<file path="src/include/failsafe_dev_mode_wake_ctrl_consts.vh">
`ifndef FAILSAFE_DEV_MODE_WAKE_CTRL_CONSTS_VH
`define FAILSAFE_DEV_MODE_WAKE_CTRL_CONSTS_VH

// ****************************************
// Register offsets
// ****************************************
`define ADDR_MODE_CTRL    4'h0
`define ADDR_HW_CTRL      4'h1
`define ADDR_WAKE_CTRL0   4'h2
`define ADDR_TIMER_CTRL0  4'h3
`define ADDR_DEV_STATUS   4'h4
`define ADDR_CAUSE        4'h5
`define ADDR_WAKE_STAT0   4'h6
`define ADDR_WAKE_STAT2   4'h7

// ****************************************
// Mode requests
// ****************************************
`define MODE_REQ_NORMAL   2'h0
`define MODE_REQ_STOP     2'h1
`define MODE_REQ_SLEEP    2'h2
`define MODE_REQ_SWRESET  2'h3

// ****************************************
// Field positions
// ****************************************
`define HW_OV_RST_BIT     0
`define HW_BUCK_WK_BIT    1
`define HW_AUX_EN_BIT     2
`define HW_FAIL_TEST_STRAP_PIN_BIT    3
`define HW_CFG_BIT2_BIT   4
`define HW_CFG_TWO_BIT    5
`define WC_TIMER_BIT      0
`define WC_PIN_BIT        1
`define WC_CAN_BIT        2
`define CAUSE_OT_BIT      0
`define CAUSE_UV_BIT      1
`define CAUSE_SC_BIT      2
`define CAUSE_OV_BIT      3
`define CAUSE_FO_BIT      4
`define WS0_PIN_BIT       0
`define WS0_TIMER_BIT     1

// ****************************************
// Encodings and reset values
// ****************************************
`define DEVICE_STATE_FIELD_RESET    2'h0
`define DEVICE_STATE_FIELD_RESTART  2'h1
`define DEVICE_STATE_FIELD_SLEEP    2'h2
`define UV_FS_COUNT       2'h3
`define HW_CTRL_RESET     6'h00
`define WAKE_CTRL_RESET   3'h0
`define TIMER_SEL_RESET   3'h0

// ****************************************
// Timing
// ****************************************
`define CLK_HZ            20000000
`define TICK_US           1000
`define FS_MIN_MS         100
`define OT_DWELL_MS       1000
`define IO_SC_MS          10
`define RESTART_MS        10
`define PER0_MS           12'h00A
`define PER1_MS           12'h014
`define PER2_MS           12'h032
`define PER3_MS           12'h064
`define PER4_MS           12'h0C8
`define PER5_MS           12'h3E8
`define PER6_MS           12'h7D0

`endif

</file>
<file path="src/rtl/failsafe_dev_mode_wake_ctrl.v">
`timescale 1ns/1ps
`include "failsafe_dev_mode_wake_ctrl_consts.vh"

// What this block does
// - Fail-safe entry turns main and aux supplies off and asserts fail output.
// - Fail-safe after one or two watchdog failures per configuration, or severe overtemperature.
// - Fourth consecutive I/O undervoltage event enters fail-safe.
// - I/O overvoltage with reset enable in configuration 2/4 enters fail-safe.
// - I/O short to ground, or long undervoltage beyond detect time, enters fail-safe.
// - Fail-safe entry enables default wake sources and clears wake status 0 and 2.
// - Fail-safe dwell is overtemperature time or minimum time depending on cause.
// - During dwell wake sources are masked but wake events still latch.
// - After dwell, latched or new wake moves fail-safe to restart.
// - Leaving fail-safe does not release the fail output.
// - In fail-safe CAN and wake pin wake; buck-by-wake-pin bit cleared.
// - Cyclic wake is disabled in fail-safe.
// - Device state reads 01 after fail-safe; watchdog count 01 or 10 after watchdog-caused fail-safe.
// - Cause flags: overtemp, undervolt plus short, overvolt; short otherwise zero.
// - Development mode halts watchdog; its failures cause nothing, others still act.
// - Development mode turns CAN on during initialisation.
// - Strap sampled while reset high in init; low throughout plus command latches.
// - Development mode cleared only by power-down or software reset.
// - Strap pull-up enabled only during initialisation.
// - Cyclic wake pulses interrupt in normal and stop at selected period.
// - Wake timer periods 10, 20, 50, 100, 200 ms, 1 s, 2 s.
// - Switch-mode supply on in normal, stop, restart; off in sleep, fail-safe.
module failsafe_dev_mode_wake_ctrl #(
  parameter TICK_CYCLES = (`CLK_HZ / 1000000) * `TICK_US,
  parameter FS_MIN_TICKS = `FS_MIN_MS,
  parameter OT_DWELL_TICKS = `OT_DWELL_MS,
  parameter IO_SC_TICKS = `IO_SC_MS,
  parameter RESTART_TICKS = `RESTART_MS,
  parameter CAN_CH = 4
) (
  input  wire              clk,
  input  wire              nrst,
  input  wire [3:0]        addr,
  input  wire [7:0]        wdata,
  input  wire              wr_stb,
  input  wire              rd_stb,
  output reg  [7:0]        rdata,
  input  wire              watchdog_fail_count_pulse,
  input  wire              severe_overtemp_flag,
  input  wire              io_uv_event,
  input  wire              io_overvolt,
  input  wire              io_short_gnd,
  input  wire              io_below_reset_threshold,
  input  wire              wake_pin,
  input  wire [CAN_CH-1:0] can_wake_event,
  input  wire              fail_test_strap_pin,
  output wire              strap_pullup_en,
  output wire              main_supply_out,
  output wire              aux_supply_out,
  output wire              smps_enable,
  output wire              fail_output,
  output wire              reset_output_n,
  output wire              interrupt_output_n,
  output wire              watchdog_run,
  output wire              can_channels_on,
  output wire              can_channels_wake,
  output wire              wake_pin_wake,
  output wire              buck_mod_by_wake_pin
);

  // ****************************************
  // States
  // ****************************************
  localparam [2:0] ST_INIT    = 3'h0;
  localparam [2:0] ST_NORMAL  = 3'h1;
  localparam [2:0] ST_STOP    = 3'h2;
  localparam [2:0] ST_SLEEP   = 3'h3;
  localparam [2:0] ST_RESTART = 3'h4;
  localparam [2:0] ST_FS      = 3'h5;

  // Dwell loads cut to the counter width on purpose
  localparam [11:0] FS_MIN_W   = FS_MIN_TICKS[11:0];
  localparam [11:0] OT_DWELL_W = OT_DWELL_TICKS[11:0];
  localparam [11:0] RESTART_W  = RESTART_TICKS[11:0];

  reg  [2:0]        state_reg;
  reg  [15:0]       tick_cnt_reg;
  reg  [11:0]       dwell_cnt_reg;
  reg  [11:0]       sc_cnt_reg;
  reg  [11:0]       cyc_cnt_reg;
  reg  [5:0]        hw_ctrl_reg;
  reg  [2:0]        wake_ctrl_reg;
  reg  [2:0]        timer_sel_reg;
  reg  [1:0]        device_state_field;
  reg  [1:0]        watchdog_fail_count;
  reg  [1:0]        uv_cnt_reg;
  reg               severe_ot_cause;
  reg               io_undervolt_flag;
  reg               io_short_flag;
  reg               io_overvolt_flag;
  reg               fail_out_reg;
  reg  [1:0]        wake_status_reg0;
  reg  [CAN_CH-1:0] wake_status_reg2;
  reg               from_sleep_reg;
  reg               strap_low_reg;
  reg               dev_mode_reg;
  reg               cyc_int_reg;
  reg  [11:0]       period_ms;

  wire tick = (tick_cnt_reg == TICK_CYCLES - 1);
  wire in_run = (state_reg == ST_NORMAL) || (state_reg == ST_STOP);
  wire in_fs = (state_reg == ST_FS);
  wire watched = in_run || (state_reg == ST_RESTART) || (state_reg == ST_INIT);
  wire cfg_bit2 = hw_ctrl_reg[`HW_CFG_BIT2_BIT];
  wire wr_mode = wr_stb && (addr == `ADDR_MODE_CTRL);

  // ****************************************
  // Failure causes
  // ****************************************
  wire wd_ev = watchdog_fail_count_pulse && watched && !dev_mode_reg;
  wire wd_fs = wd_ev && cfg_bit2 &&
               (!hw_ctrl_reg[`HW_CFG_TWO_BIT] || (watchdog_fail_count != 2'h0));
  wire uv_ev = io_uv_event && watched;
  wire uv_fs = uv_ev && (uv_cnt_reg == `UV_FS_COUNT);
  wire ov_ev = io_overvolt && in_run && hw_ctrl_reg[`HW_OV_RST_BIT];
  wire ov_fs = ov_ev && cfg_bit2;
  wire sc_fs = watched && (io_short_gnd ||
               (io_below_reset_threshold && sc_cnt_reg == IO_SC_TICKS));
  wire ot_fs = severe_overtemp_flag && (watched || (state_reg == ST_SLEEP));
  wire fs_go = !in_fs && (ot_fs || wd_fs || uv_fs || ov_fs || sc_fs);
  wire rs_go = watched && (state_reg != ST_RESTART) && (wd_ev || uv_ev || ov_ev);

  // ****************************************
  // Wake sources
  // ****************************************
  wire wake_any = wake_pin || (|can_wake_event);
  wire sleep_wake = (wake_pin && wake_ctrl_reg[`WC_PIN_BIT]) ||
                    ((|can_wake_event) && wake_ctrl_reg[`WC_CAN_BIT]);
  wire wake_pending = (|wake_status_reg0) || (|wake_status_reg2);
  wire dwell_done = (dwell_cnt_reg == 12'h000);
  wire cyc_hit = in_run && wake_ctrl_reg[`WC_TIMER_BIT] && tick &&
                 (cyc_cnt_reg >= period_ms - 12'h001);
  wire no_sleep_src = !(wake_ctrl_reg[`WC_PIN_BIT] || wake_ctrl_reg[`WC_CAN_BIT]);

  always @*
  begin
    case (timer_sel_reg)
      3'h0:    period_ms = `PER0_MS;
      3'h1:    period_ms = `PER1_MS;
      3'h2:    period_ms = `PER2_MS;
      3'h3:    period_ms = `PER3_MS;
      3'h4:    period_ms = `PER4_MS;
      3'h5:    period_ms = `PER5_MS;
      default: period_ms = `PER6_MS;
    endcase
  end

  // ****************************************
  // Time base and counters
  // ****************************************
  always @(posedge clk or negedge nrst)
  begin
    if (!nrst)
    begin
      tick_cnt_reg <= 16'h0000;
      sc_cnt_reg   <= 12'h000;
      cyc_cnt_reg  <= 12'h000;
      cyc_int_reg  <= 1'b0;
    end
    else
    begin
      tick_cnt_reg <= tick ? 16'h0000 : tick_cnt_reg + 16'h0001;
      if (!io_below_reset_threshold || !watched)
        sc_cnt_reg <= 12'h000;
      else if (tick && sc_cnt_reg != IO_SC_TICKS)
        sc_cnt_reg <= sc_cnt_reg + 12'h001;
      if (!in_run || !wake_ctrl_reg[`WC_TIMER_BIT] || cyc_hit)
        cyc_cnt_reg <= 12'h000;
      else if (tick)
        cyc_cnt_reg <= cyc_cnt_reg + 12'h001;
      cyc_int_reg <= cyc_hit;
    end
  end

  // ****************************************
  // Mode state machine
  // ****************************************
  always @(posedge clk or negedge nrst)
  begin
    if (!nrst)
    begin
      state_reg      <= ST_INIT;
      dwell_cnt_reg  <= 12'h000;
      from_sleep_reg <= 1'b0;
      strap_low_reg  <= 1'b1;
      dev_mode_reg   <= 1'b0;
      uv_cnt_reg     <= 2'h0;
    end
    else
    begin
      if (uv_ev)
        uv_cnt_reg <= uv_cnt_reg + 2'h1;
      if (fs_go)
      begin
        state_reg     <= ST_FS;
        uv_cnt_reg    <= 2'h0;
        dwell_cnt_reg <= ot_fs ? OT_DWELL_W : FS_MIN_W;
      end
      else
      begin
        case (state_reg)
          ST_INIT:
          begin
            if (fail_test_strap_pin)
              strap_low_reg <= 1'b0;
            if (wr_stb || rd_stb)
            begin
              state_reg    <= ST_NORMAL;
              dev_mode_reg <= strap_low_reg && !fail_test_strap_pin;
            end
            else if (wd_ev)
              state_reg <= ST_RESTART;
          end
          ST_NORMAL, ST_STOP:
          begin
            if (rs_go)
            begin
              state_reg      <= ST_RESTART;
              from_sleep_reg <= 1'b0;
              dwell_cnt_reg  <= RESTART_W;
            end
            else if (wr_mode)
            begin
              case (wdata[1:0])
                `MODE_REQ_NORMAL: state_reg <= ST_NORMAL;
                `MODE_REQ_STOP:   state_reg <= ST_STOP;
                `MODE_REQ_SLEEP:
                begin
                  // Sleep from stop, with no source or with pending wake, bounces
                  if (state_reg == ST_STOP || no_sleep_src || wake_pending)
                  begin
                    state_reg      <= ST_RESTART;
                    from_sleep_reg <= 1'b0;
                    dwell_cnt_reg  <= RESTART_W;
                  end
                  else
                    state_reg <= ST_SLEEP;
                end
                default:
                begin
                  state_reg     <= ST_INIT;
                  dev_mode_reg  <= 1'b0;
                  strap_low_reg <= 1'b1;
                end
              endcase
            end
          end
          ST_SLEEP:
          begin
            if (sleep_wake)
            begin
              state_reg      <= ST_RESTART;
              from_sleep_reg <= 1'b1;
              dwell_cnt_reg  <= RESTART_W;
            end
          end
          ST_RESTART:
          begin
            if (tick && !dwell_done)
              dwell_cnt_reg <= dwell_cnt_reg - 12'h001;
            if (dwell_done && !io_below_reset_threshold)
              state_reg <= ST_NORMAL;
          end
          ST_FS:
          begin
            if (tick && !dwell_done)
              dwell_cnt_reg <= dwell_cnt_reg - 12'h001;
            if (dwell_done && (wake_pending || wake_any))
            begin
              state_reg      <= ST_RESTART;
              from_sleep_reg <= 1'b0;
              dwell_cnt_reg  <= RESTART_W;
            end
          end
          default: state_reg <= ST_INIT;
        endcase
      end
    end
  end

  // ****************************************
  // Status, cause and wake flags
  // ****************************************
  always @(posedge clk or negedge nrst)
  begin
    if (!nrst)
    begin
      device_state_field  <= `DEVICE_STATE_FIELD_RESET;
      watchdog_fail_count <= 2'h0;
      severe_ot_cause     <= 1'b0;
      io_undervolt_flag   <= 1'b0;
      io_short_flag       <= 1'b0;
      io_overvolt_flag    <= 1'b0;
      fail_out_reg        <= 1'b0;
      wake_status_reg0    <= 2'h0;
      wake_status_reg2    <= {CAN_CH{1'b0}};
    end
    else
    begin
      if (state_reg == ST_RESTART && dwell_done && !io_below_reset_threshold)
        device_state_field <= from_sleep_reg ? `DEVICE_STATE_FIELD_SLEEP : `DEVICE_STATE_FIELD_RESTART;
      else if (wr_stb && addr == `ADDR_DEV_STATUS)
        device_state_field <= `DEVICE_STATE_FIELD_RESET;
      if (wd_ev && watchdog_fail_count != 2'h3)
        watchdog_fail_count <= watchdog_fail_count + 2'h1;
      else if (wr_stb && addr == `ADDR_DEV_STATUS)
        watchdog_fail_count <= 2'h0;
      // Hardware set wins over write-one-to-clear
      if (wr_stb && addr == `ADDR_CAUSE)
      begin
        severe_ot_cause   <= severe_ot_cause & ~wdata[`CAUSE_OT_BIT];
        io_undervolt_flag <= io_undervolt_flag & ~wdata[`CAUSE_UV_BIT];
        io_short_flag     <= io_short_flag & ~wdata[`CAUSE_SC_BIT];
        io_overvolt_flag  <= io_overvolt_flag & ~wdata[`CAUSE_OV_BIT];
        fail_out_reg      <= fail_out_reg & ~wdata[`CAUSE_FO_BIT];
      end
      if (fs_go)
      begin
        fail_out_reg <= 1'b1;
        if (ot_fs)
          severe_ot_cause <= 1'b1;
        if (sc_fs)
        begin
          io_undervolt_flag <= 1'b1;
          io_short_flag     <= 1'b1;
        end
        if (ov_fs)
          io_overvolt_flag <= 1'b1;
      end
      if (uv_ev)
        io_undervolt_flag <= 1'b1;
      if (ov_ev)
        io_overvolt_flag <= 1'b1;
      if (fs_go)
      begin
        wake_status_reg0 <= 2'h0;
        wake_status_reg2 <= {CAN_CH{1'b0}};
      end
      else
      begin
        if (wr_stb && addr == `ADDR_WAKE_STAT0)
          wake_status_reg0 <= wake_status_reg0 & ~wdata[1:0];
        if (wr_stb && addr == `ADDR_WAKE_STAT2)
          wake_status_reg2 <= wake_status_reg2 & ~wdata[CAN_CH-1:0];
        // Wake events are dropped during init, latched elsewhere incl. dwell
        if (state_reg != ST_INIT)
        begin
          if (wake_pin)
            wake_status_reg0[`WS0_PIN_BIT] <= 1'b1;
          if (cyc_hit)
            wake_status_reg0[`WS0_TIMER_BIT] <= 1'b1;
          wake_status_reg2 <= (wr_stb && addr == `ADDR_WAKE_STAT2 ?
                               wake_status_reg2 & ~wdata[CAN_CH-1:0] :
                               wake_status_reg2) | can_wake_event;
        end
      end
    end
  end

  // ****************************************
  // Configuration registers
  // ****************************************
  always @(posedge clk or negedge nrst)
  begin
    if (!nrst)
    begin
      hw_ctrl_reg   <= `HW_CTRL_RESET;
      wake_ctrl_reg <= `WAKE_CTRL_RESET;
      timer_sel_reg <= `TIMER_SEL_RESET;
    end
    else
    begin
      if (wr_stb && addr == `ADDR_HW_CTRL)
        hw_ctrl_reg <= wdata[5:0];
      if (wr_stb && addr == `ADDR_WAKE_CTRL0)
        wake_ctrl_reg <= wdata[2:0];
      if (wr_stb && addr == `ADDR_TIMER_CTRL0)
        timer_sel_reg <= wdata[2:0];
      if (fs_go)
      begin
        hw_ctrl_reg[`HW_BUCK_WK_BIT] <= 1'b0;
        wake_ctrl_reg[`WC_PIN_BIT]   <= 1'b1;
        wake_ctrl_reg[`WC_CAN_BIT]   <= 1'b1;
      end
    end
  end

  // ****************************************
  // Register read port
  // ****************************************
  always @(posedge clk or negedge nrst)
  begin
    if (!nrst)
      rdata <= 8'h00;
    else if (rd_stb)
    begin
      case (addr)
        `ADDR_MODE_CTRL:   rdata <= {3'h0, dev_mode_reg, 1'b0, state_reg};
        `ADDR_HW_CTRL:     rdata <= {2'h0, hw_ctrl_reg};
        `ADDR_WAKE_CTRL0:  rdata <= {5'h00, wake_ctrl_reg};
        `ADDR_TIMER_CTRL0: rdata <= {5'h00, timer_sel_reg};
        `ADDR_DEV_STATUS:  rdata <= {4'h0, device_state_field, watchdog_fail_count};
        `ADDR_CAUSE:       rdata <= {3'h0, fail_out_reg, io_overvolt_flag, io_short_flag,
                                     io_undervolt_flag, severe_ot_cause};
        `ADDR_WAKE_STAT0:  rdata <= {6'h00, wake_status_reg0};
        `ADDR_WAKE_STAT2:  rdata <= {{(8-CAN_CH){1'b0}}, wake_status_reg2};
        default:           rdata <= 8'h00;
      endcase
    end
    else
      rdata <= 8'h00;
  end

  // ****************************************
  // Outputs
  // ****************************************
  assign strap_pullup_en      = (state_reg == ST_INIT);
  assign smps_enable          = in_run || (state_reg == ST_RESTART);
  assign main_supply_out      = smps_enable;
  assign aux_supply_out       = hw_ctrl_reg[`HW_AUX_EN_BIT] && !in_fs;
  assign fail_output          = fail_out_reg || hw_ctrl_reg[`HW_FAIL_TEST_STRAP_PIN_BIT];
  assign reset_output_n       = !((state_reg == ST_RESTART) || (state_reg == ST_SLEEP) || in_fs);
  assign interrupt_output_n   = !(cyc_int_reg || (in_run && wake_any));
  assign watchdog_run         = !dev_mode_reg;
  assign can_channels_on      = (state_reg == ST_INIT) ? strap_low_reg : in_run;
  assign can_channels_wake    = in_fs || wake_ctrl_reg[`WC_CAN_BIT];
  assign wake_pin_wake        = in_fs || wake_ctrl_reg[`WC_PIN_BIT];
  assign buck_mod_by_wake_pin = hw_ctrl_reg[`HW_BUCK_WK_BIT];

endmodule // failsafe_dev_mode_wake_ctrl

</file>
<file path="config.mk">
export PLATFORM = sky130hd
export DESIGN_NAME = failsafe_dev_mode_wake_ctrl
export DESIGN_NICKNAME = d
export VERILOG_FILES = /design/src/rtl/failsafe_dev_mode_wake_ctrl.v
export VERILOG_INCLUDE_DIRS = /design/src /design/src/include
export SDC_FILE = /design/constraint.sdc
export NUM_CORES = 1
export LEC_CHECK = 0
export ABC_AREA = 0
export BUFFER_PORTS_ARGS = -buffer_cell sky130_fd_sc_hd__buf_2
export CAP_MARGIN = 25
export CORE_UTILIZATION = 45
export CTS_CLUSTER_SIZE = 30
export DETAILED_ROUTE_END_ITERATION = 16
export PLACE_DENSITY = 0.72
export RECOVER_POWER = 25
export SYNTH_ARGS = -nofsm -noshare
export SYNTH_HDL_FRONTEND = slang
export SYNTH_SLANG_ARGS = --single-unit
</file>
<file path="constraint.sdc">
create_clock -name clk -period 4.55 [get_ports clk]
set_clock_uncertainty 0.2 [all_clocks]
set_input_delay 1.365 -clock clk [delete_from_list [all_inputs] [get_ports clk]]
set_output_delay 1.365 -clock clk [all_outputs]
set_load 0.03 [all_outputs]
</file>
==> results of run 1 <==
synth_stat cells (12+ instances only):
master and count:
sky130_fd_sc_hd__ha_1 20, sky130_fd_sc_hd__inv_1 23, sky130_fd_sc_hd__a211oi_1 17, sky130_fd_sc_hd__mux2i_1 12
sky130_fd_sc_hd__nor4_1 14, sky130_fd_sc_hd__o21ai_0 17, sky130_fd_sc_hd__nor3_1 19, sky130_fd_sc_hd__nand4_1 12
sky130_fd_sc_hd__nand2_1 66, sky130_fd_sc_hd__xor2_1 12, sky130_fd_sc_hd__clkbuf_1 16, sky130_fd_sc_hd__xnor2_1 26
sky130_fd_sc_hd__nand3_1 19, sky130_fd_sc_hd__nor2_1 66, sky130_fd_sc_hd__dfrtp_1 93, sky130_fd_sc_hd__a21oi_1 22
worst max-delay path by stage:
stage	end	slack (ns)	startpoint	depth (start not counted)
3_5_place_dp	interrupt_output_n	0.51	can_wake_event[0]	6
4_1_cts	interrupt_output_n	0.50	can_wake_event[0]	6
5_1_grt	interrupt_output_n	0.44	can_wake_event[0]	6
6_report	interrupt_output_n	0.49	can_wake_event[0]	6
3_3_place_gp	interrupt_output_n	0.52	can_wake_event[0]	6
2_1_floorplan	interrupt_output_n	0.55	can_wake_event[0]	4
layer usage:
layer  vias to the layer above  wire length (µm)  GRT usage  share of wire
met5                         -                 0          0              0
met4                         0               357     0.0996          0.025
met3                        30               808     0.0427          0.056
met2                       199              6710      0.375           0.47
met1                      2389              6530      0.313           0.45
li1                       2305                 -          -              -
critical path: cells and delay by family:
kind | cells | cell delay (ns)
buffers and inverters | 2 | 0.31
AND/OR/NAND/NOR | 4 | 0.82
per-stage QoR:
| step | total power, mW | hold WS [ns] |
|---|---|---|
| 6_report | 2.61 | 0.294 |
| 2_1_floorplan | 1.63 | 0.243 |
| 5_1_grt | 2.75 | 0.310 |
| 3_5_place_dp | 1.85 | 0.269 |
| 3_3_place_gp | 1.81 | 0.255 |
| 4_1_cts | 2.61 | 0.293 |
kinds of logic (layout without fill, tap and decap cells):
| family | count (synthesis) | in the layout | share of synthesized area |
|---|---|---|---|
| and+or+nand+nor | 263 | 263 | 0.237 |
| AOI/OAI and AO/OA | 124 | 124 | 0.153 |
| DFF | 94 | 94 | 0.408 |
| buffers and inverters | 52 | 89 | 0.0451 |
| xor gates and xnor gates | 38 | 38 | 0.0577 |
| muxes | 25 | 25 | 0.0521 |
| adders and majority gates | 21 | 21 | 0.0454 |
| other | 2 | 3 | 0.00130 |
area by class of cell:
| type | count | share of cell area |
|---|---|---|
| repair buffers | 50 | 0.0413 |
| multi-input cells | 474 | 0.495 |
| clock inverters | 7 | 0.0116 |
| clock buffers | 9 | 0.0354 |
| well taps | 168 | 0.0330 |
| flip-flops and latches | 94 | 0.370 |
| inverters | 23 | 0.0136 |
power groups by stage:
stage | sequential [mW] | clock [mW] | combinational (mW)
finish | 1.10 | 0.763 | 0.742
global route | 1.12 | 0.810 | 0.820
CTS | 1.10 | 0.775 | 0.737
detailed placement | 1.11 | 0 | 0.731
global placement | 1.11 | 0 | 0.705
floorplan | 1.06 | 0 | 0.576
==> metrics.sh, run 1 <==
OUTCOME='complete, but fails checks'
VIOLATED_CHECKS='capacitance limit, slew limit'
DIE_HEIGHT_UM=115
SWITCH_SHARE=0.357
ANTENNA_CELLS=0
FIRST_GLOBAL_VIAS=4808
CLOCK_POWER_SHARE=0.292
DRT_FIRST_PASS_ITERS=5
PLACEDCELLCOUNT=809
PATH_CELLS='buf_2 > or4_4 > nor2_1 > nor2_1 > nor2_1 > buf_2'
POSTCTSSETUPBUFFERS=0
CTS_ROOT_BUFFER='sky130_fd_sc_hd__clkbuf_16'
CP-END-KIND='output port'
WORST_PATH_LARGEST_CELL_DELAY_NS=0.57
SHARE_SEQ_OF_TOTAL_POWER=0.423
REG2REGPATHDEPTH=7
OVERFLOW=0
CLOCK_TREE.BUFFER_DEPTH=2
VIA_COUNT=4923
POWER_FRAC_COMB=0.284
POST_DRT_WL_PER_CELL_UM=17.5
INITIAL_CORE_UTIL=0.470
IOPINCOUNT=48
WORST-ENDPOINT-REQUIRED_NS=2.98
MAX-SLEW-MARGIN-REL=-0.570
PLACE.PORT_BUFFERS=43
POSTSYNTHCELLCOUNT=619
CLK_LATENCY_NS=0.35
DPL_CELL_AREA_MM2=0.00607
SYNTH_TOP_AREA_FRAC=0.404
YOSYS.CELL_TYPES.COUNT=79
RESIZED_CELLS_POST_CTS=0
LARGEST_FANOUT_OF_ANY_NET_ON_THE_CRITICAL_PATH=3
SYNTH-EDFF-COUNT=0
CTS-HTREE-LEVELS=3
SYNTH-WARNING-COUNT=0
POSTLAYOUTSETUPSLACKWORST_NS=0.485
FINAL.MIN_CLOCK_PERIOD_NS=4.06
CRITICAL_PATH_CLASS='primary input to output port'
FINISH.UTILIZATION=0.519
CP_COMMON_CELL='sky130_fd_sc_hd__nor2_1'
FIRST_PASS_GRT_WIRE_LENGTH_MM=24.2
MOST_FREQUENT_CELLS_IN_THE_LAYOUT='93 x sky130_fd_sc_hd__dfrtp_1, 66 x sky130_fd_sc_hd__nor2_1, 66 x sky130_fd_sc_hd__nand2_1'
CRITICAL_PATH_ARRIVAL_NS=2.50
NETLIST_TOP_CELLS_AREA='sky130_fd_sc_hd__dfrtp_1 40%, sky130_fd_sc_hd__ha_1 4.3%, sky130_fd_sc_hd__nand2_1 4.3%'
WORST_MARGIN_PIN_SLEW_NS=2.36
ROWS=40
SYNTH_AREA_PER_CELL_UM2=9.31
NUMBER_OF_PINS_WITH_NEGATIVE_MAX_SLEW_SLACK_IN_THE_FINAL_REPORT=44
P_INT_mW=1.68
SYNTH_FLOP_CELL='sky130_fd_sc_hd__dfrtp_1'
GRT_SETUP_UNREPAIRED='no'
WORSTREG2REGSTART='state_reg[2]'
CLK_PIN_SLEW_WORST_PATHS_NS=0.07
MIN_PERIOD_OVER_PERIOD=0.893
MIN_FROM='severe_ot_cause'
CRITICAL-PATH-SLOWEST-CELL='sky130_fd_sc_hd__or4_4'
CTS_MADE_BUFFERS=9
YOSYS_REGISTER_BITS=94
FLOORPLAN.DIE_AREA_MM2=0.0133
NUMBER_OF_VIAS_PER_CELL_AFTER_DETAILED_ROUTING=5.97
MAXCLOCKFREQUENCY_MHz=246
MIN_TO='severe_ot_cause'
REG2REG_SLACK_NS=1.27
DRT_ITER0_DRC=410
GRT_USE_TOTAL=0.234
ROUTED_WIRELENGTH_MM=14.4
HOLD_VIOLATIONS=0
GLOBALPLACE.CONGESTION=0.877
DRIVE_GT1_FRAC=0.152
MAXIMUM_NUMBER_OF_PINS_ON_ONE_NET_BEFORE_GLOBAL_ROUTE_REPAIR=44
HOLDCRITPATHCLASS='flop to flop'
SYNTHESIS.AREA_MM2=0.00576
DPL.HPWL_MM=10.3
PRE_CTS_WS_NS=0.511
PLACEABLE_AREA_MM2=0.0123
ANTENNA_FOUND_INITIAL=0
YOSYSSEQAREASHARE=0.408
DIE_WIDTH_UM=115
POST_LAYOUT_NONFILLER_INSTANCES=825
CTS_NUM_SINKS=94
REGAREA_MM2=0.00235
RR_ENDPOINT='dwell_cnt_reg[2]'
FILLCELLCOUNT=1105
TRITONCTS_CLOCK_TREE='done'
START_KIND='primary input'
SYNTH_TOP_CELL_BY_AREA='sky130_fd_sc_hd__dfrtp_1'
DRC=0
WORST_IR_DROP_VDD_mV=0.186
LARGEST_REGISTER_FF_COUNT=16
COUNT_OF_CELLS_ALONG_THE_WORST_HOLD_PATH=1
CTS.HOLD.BUFFERS_ADDED=0
LAYOUT.NETS=700
POWER.LEAKAGE_nW=2.69
COUNT_OF_ENDPOINTS_FAILING_SETUP_IN_THE_FINAL_REPORT=0
FINALINSTANCEAREA_MM2=0.00637
POWER_DENSITY_mW_PER_MM2=410
DRT.ANTENNA.VIOLATING_NETS=0
FINAL.SETUP.TNS_NS=0
MULTIINPUTGATEAREA_MM2=0.00315
MAXCAPVIOLATIONS=1
AREA_DELTA_SYNTH_FINAL_PCT=10.4
FINAL_COMMON_CELL='sky130_fd_sc_hd__dfrtp_1'
SWITCHING_POWER_mW=0.931
SYNTHARSTFLOPSHARE=1.00
Note: power is estimated with default switching activity, not from simulation.
==> run 2, diff against run 1 <==
--- a/config.mk
+++ b/config.mk
@@ -9,10 +9,11 @@
 export ABC_AREA = 0
 export BUFFER_PORTS_ARGS = -buffer_cell sky130_fd_sc_hd__buf_2
 export CAP_MARGIN = 25
-export CORE_UTILIZATION = 45
-export CTS_CLUSTER_SIZE = 30
+export CORE_MARGIN = 10
+export CORE_UTILIZATION = 35
+export CTS_CLUSTER_SIZE = 28
 export DETAILED_ROUTE_END_ITERATION = 16
-export PLACE_DENSITY = 0.72
+export PLACE_DENSITY = 0.6
 export RECOVER_POWER = 25
 export SYNTH_ARGS = -nofsm -noshare
 export SYNTH_HDL_FRONTEND = slang
==> run 2 against run 1 <==
Final cell count up 5.5%. Register-to-register slack better by 0.05 ns. Global-route usage down 9.4 points. Clock-buffer cell count unchanged. The run now ends clean.
==> metrics.sh, run 2 (same netlist as run 1, synthesis figures left out) <==
OUTCOME='finished clean'
MAX-SLEW-MARGIN-REL=0.465  # +1.04
WORST-ENDPOINT-REQUIRED_NS=2.98  # about the same
DRIVE_GT1_FRAC=0.151  # -0.000831
REG2REG_SLACK_NS=1.32  # +0.05 ns
ANTENNA_FOUND_INITIAL=0  # unchanged
FINISH.UTILIZATION=0.400  # -0.119
INITIAL_CORE_UTIL=0.360  # -0.110
RR_ENDPOINT='dwell_cnt_reg[2]'
CLK_LATENCY_NS=0.36  # about the same
DIE_HEIGHT_UM=148  # +29%
CRITICAL_PATH_CLASS='primary input to output port'
DRT_ITER0_DRC=399  # -2.7%
FILLCELLCOUNT=1609  # +46%
POSTCTSSETUPBUFFERS=0  # unchanged
CLK_PIN_SLEW_WORST_PATHS_NS=0.06  # about the same
LAYOUT.NETS=698  # -0.29%
DRT.ANTENNA.VIOLATING_NETS=0  # unchanged
HOLD_VIOLATIONS=0  # unchanged
ROUTED_WIRELENGTH_MM=15.2  # +5.6%
NUMBER_OF_PINS_WITH_NEGATIVE_MAX_SLEW_SLACK_IN_THE_FINAL_REPORT=0  # -100%
FIRST_PASS_GRT_WIRE_LENGTH_MM=25.3  # +4.8%
GRT_SETUP_UNREPAIRED='no'
FINAL.SETUP.TNS_NS=0  # unchanged
VIA_COUNT=4834  # -1.8%
DPL.HPWL_MM=11.1  # +7.8%
DRT_FIRST_PASS_ITERS=5  # unchanged
DIE_WIDTH_UM=148  # +29%
MIN_FROM='tick_cnt_reg[0]'
MAXCLOCKFREQUENCY_MHz=245  # -0.47%
IOPINCOUNT=48  # unchanged
FINAL.MIN_CLOCK_PERIOD_NS=4.08  # +0.0193 ns
OVERFLOW=0  # unchanged
MAXCAPVIOLATIONS=0  # -1
LARGEST_REGISTER_FF_COUNT=16  # unchanged
POWER.LEAKAGE_nW=2.69  # -0.21%
GRT_USE_TOTAL=0.140  # -0.0944
MAXIMUM_NUMBER_OF_PINS_ON_ONE_NET_BEFORE_GLOBAL_ROUTE_REPAIR=53  # +20%
HOLDCRITPATHCLASS='flop to flop'
PLACEABLE_AREA_MM2=0.0160  # +30%
AREA_DELTA_SYNTH_FINAL_PCT=11.1
GLOBALPLACE.CONGESTION=0.936  # +6.7%
CTS_MADE_BUFFERS=9  # unchanged
CTS-HTREE-LEVELS=3  # unchanged
START_KIND='primary input'
TRITONCTS_CLOCK_TREE='done'
PRE_CTS_WS_NS=0.477  # -0.0339 ns
CTS_NUM_SINKS=94  # unchanged
CP-END-KIND='output port'
POWER_DENSITY_mW_PER_MM2=407  # -0.56%
WORSTREG2REGSTART='state_reg[2]'
CRITICAL_PATH_ARRIVAL_NS=2.52  # +0.02 ns
COUNT_OF_CELLS_ALONG_THE_WORST_HOLD_PATH=1  # unchanged
MIN_TO='tick_cnt_reg[0]'
FIRST_GLOBAL_VIAS=5008  # +4.2%
PLACE.PORT_BUFFERS=43  # unchanged
ANTENNA_CELLS=0  # unchanged
POST_DRT_WL_PER_CELL_UM=17.5  # +0.14%
MOST_FREQUENT_CELLS_IN_THE_LAYOUT='93 x sky130_fd_sc_hd__dfrtp_1, 66 x sky130_fd_sc_hd__nor2_1, 66 x sky130_fd_sc_hd__nand2_1'
CLOCK_TREE.BUFFER_DEPTH=2  # unchanged
CTS.HOLD.BUFFERS_ADDED=0  # unchanged
POSTLAYOUTSETUPSLACKWORST_NS=0.466  # -0.0193 ns
CTS_ROOT_BUFFER='sky130_fd_sc_hd__clkbuf_16'
LARGEST_FANOUT_OF_ANY_NET_ON_THE_CRITICAL_PATH=3  # unchanged
RESIZED_CELLS_POST_CTS=0  # unchanged
WORST_IR_DROP_VDD_mV=0.220  # +18%
TOTALPOWERFINAL_mW=2.61  # about the same
WORST_MARGIN_PIN_SLEW_NS=0.795  # -1.56 ns
MIN_PERIOD_OVER_PERIOD=0.898  # +0.00425
ROWS=46  # +15%
NUMBER_OF_VIAS_PER_CELL_AFTER_DETAILED_ROUTING=5.56  # -6.9%
COUNT_OF_ENDPOINTS_FAILING_SETUP_IN_THE_FINAL_REPORT=0  # unchanged
REG2REGPATHDEPTH=7  # unchanged
FINAL_COMMON_CELL='sky130_fd_sc_hd__dfrtp_1'
FLOORPLAN.DIE_AREA_MM2=0.0220  # +66%
DRC=0  # unchanged
-- run 2: changes by cell type in the layout (fill, tap and decap cells not counted), sizes merged --
cell,change
clkinv,-1
clkbuf,-2
-- run 2: power by group --
group	leakage (nW)	switching [mW]	internal (mW)
clock network	0.141	0.338	0.422
logic	1.35	0.454	0.290
registers	1.19	0.147	0.958
total	2.69	0.939	1.67
-- run 2: worst max-delay path, stage by stage --
cell and delay [ns]:
sky130_fd_sc_hd__buf_2 0.11, sky130_fd_sc_hd__or4_4 0.56, sky130_fd_sc_hd__nor2_1 0.12, sky130_fd_sc_hd__nor2_1 0.05, sky130_fd_sc_hd__nor2_1 0.11, sky130_fd_sc_hd__buf_2 0.21
-- run 2: through the flow --
step / hold WS (ns) / cell area (µm²) / std cells
final: 0.277 / 6410 / 870
after global routing: 0.303 / 6410 / 870
after CTS: 0.279 / 6410 / 870
after detailed placement: 0.266 / 6120 / 855
after global placement: 0.258 / 6120 / 855
after floorplan: 0.243 / 5770 / 620
-- run 2: how the worst max path moves through the flow --
stage	from	end	slack, ns	depth (start not counted)
after floorplan	can_wake_event[0]	interrupt_output_n	0.55	4
after global placement	can_wake_event[0]	interrupt_output_n	0.43	6
after detailed placement	can_wake_event[0]	interrupt_output_n	0.48	6
after CTS	can_wake_event[0]	interrupt_output_n	0.48	6
after global routing	can_wake_event[0]	interrupt_output_n	0.43	6
final	can_wake_event[0]	interrupt_output_n	0.47	6
-- run 2: layout make-up --
| cell class | instances | area, µm² | area share |
|---|---|---|---|
| flip-flops and latches | 94 | 2350 | 0.367 |
| repair buffers | 48 | 255 | 0.0398 |
| clock buffers | 9 | 225 | 0.0352 |
| well taps | 216 | 270 | 0.0422 |
| clock inverters | 6 | 61.3 | 0.00957 |
| multi-input cells | 474 | 3150 | 0.492 |
| inverters | 23 | 86.3 | 0.0135 |
-- run 2: per-layer routing --
metal  global-route usage  up-vias  part of all wire
met5                    0        -                 0
met4               0.0743        0             0.029
met3               0.0255       25             0.064
met2                0.225      186              0.47
met1                0.175     2328              0.44
li1                     -     2295                 -
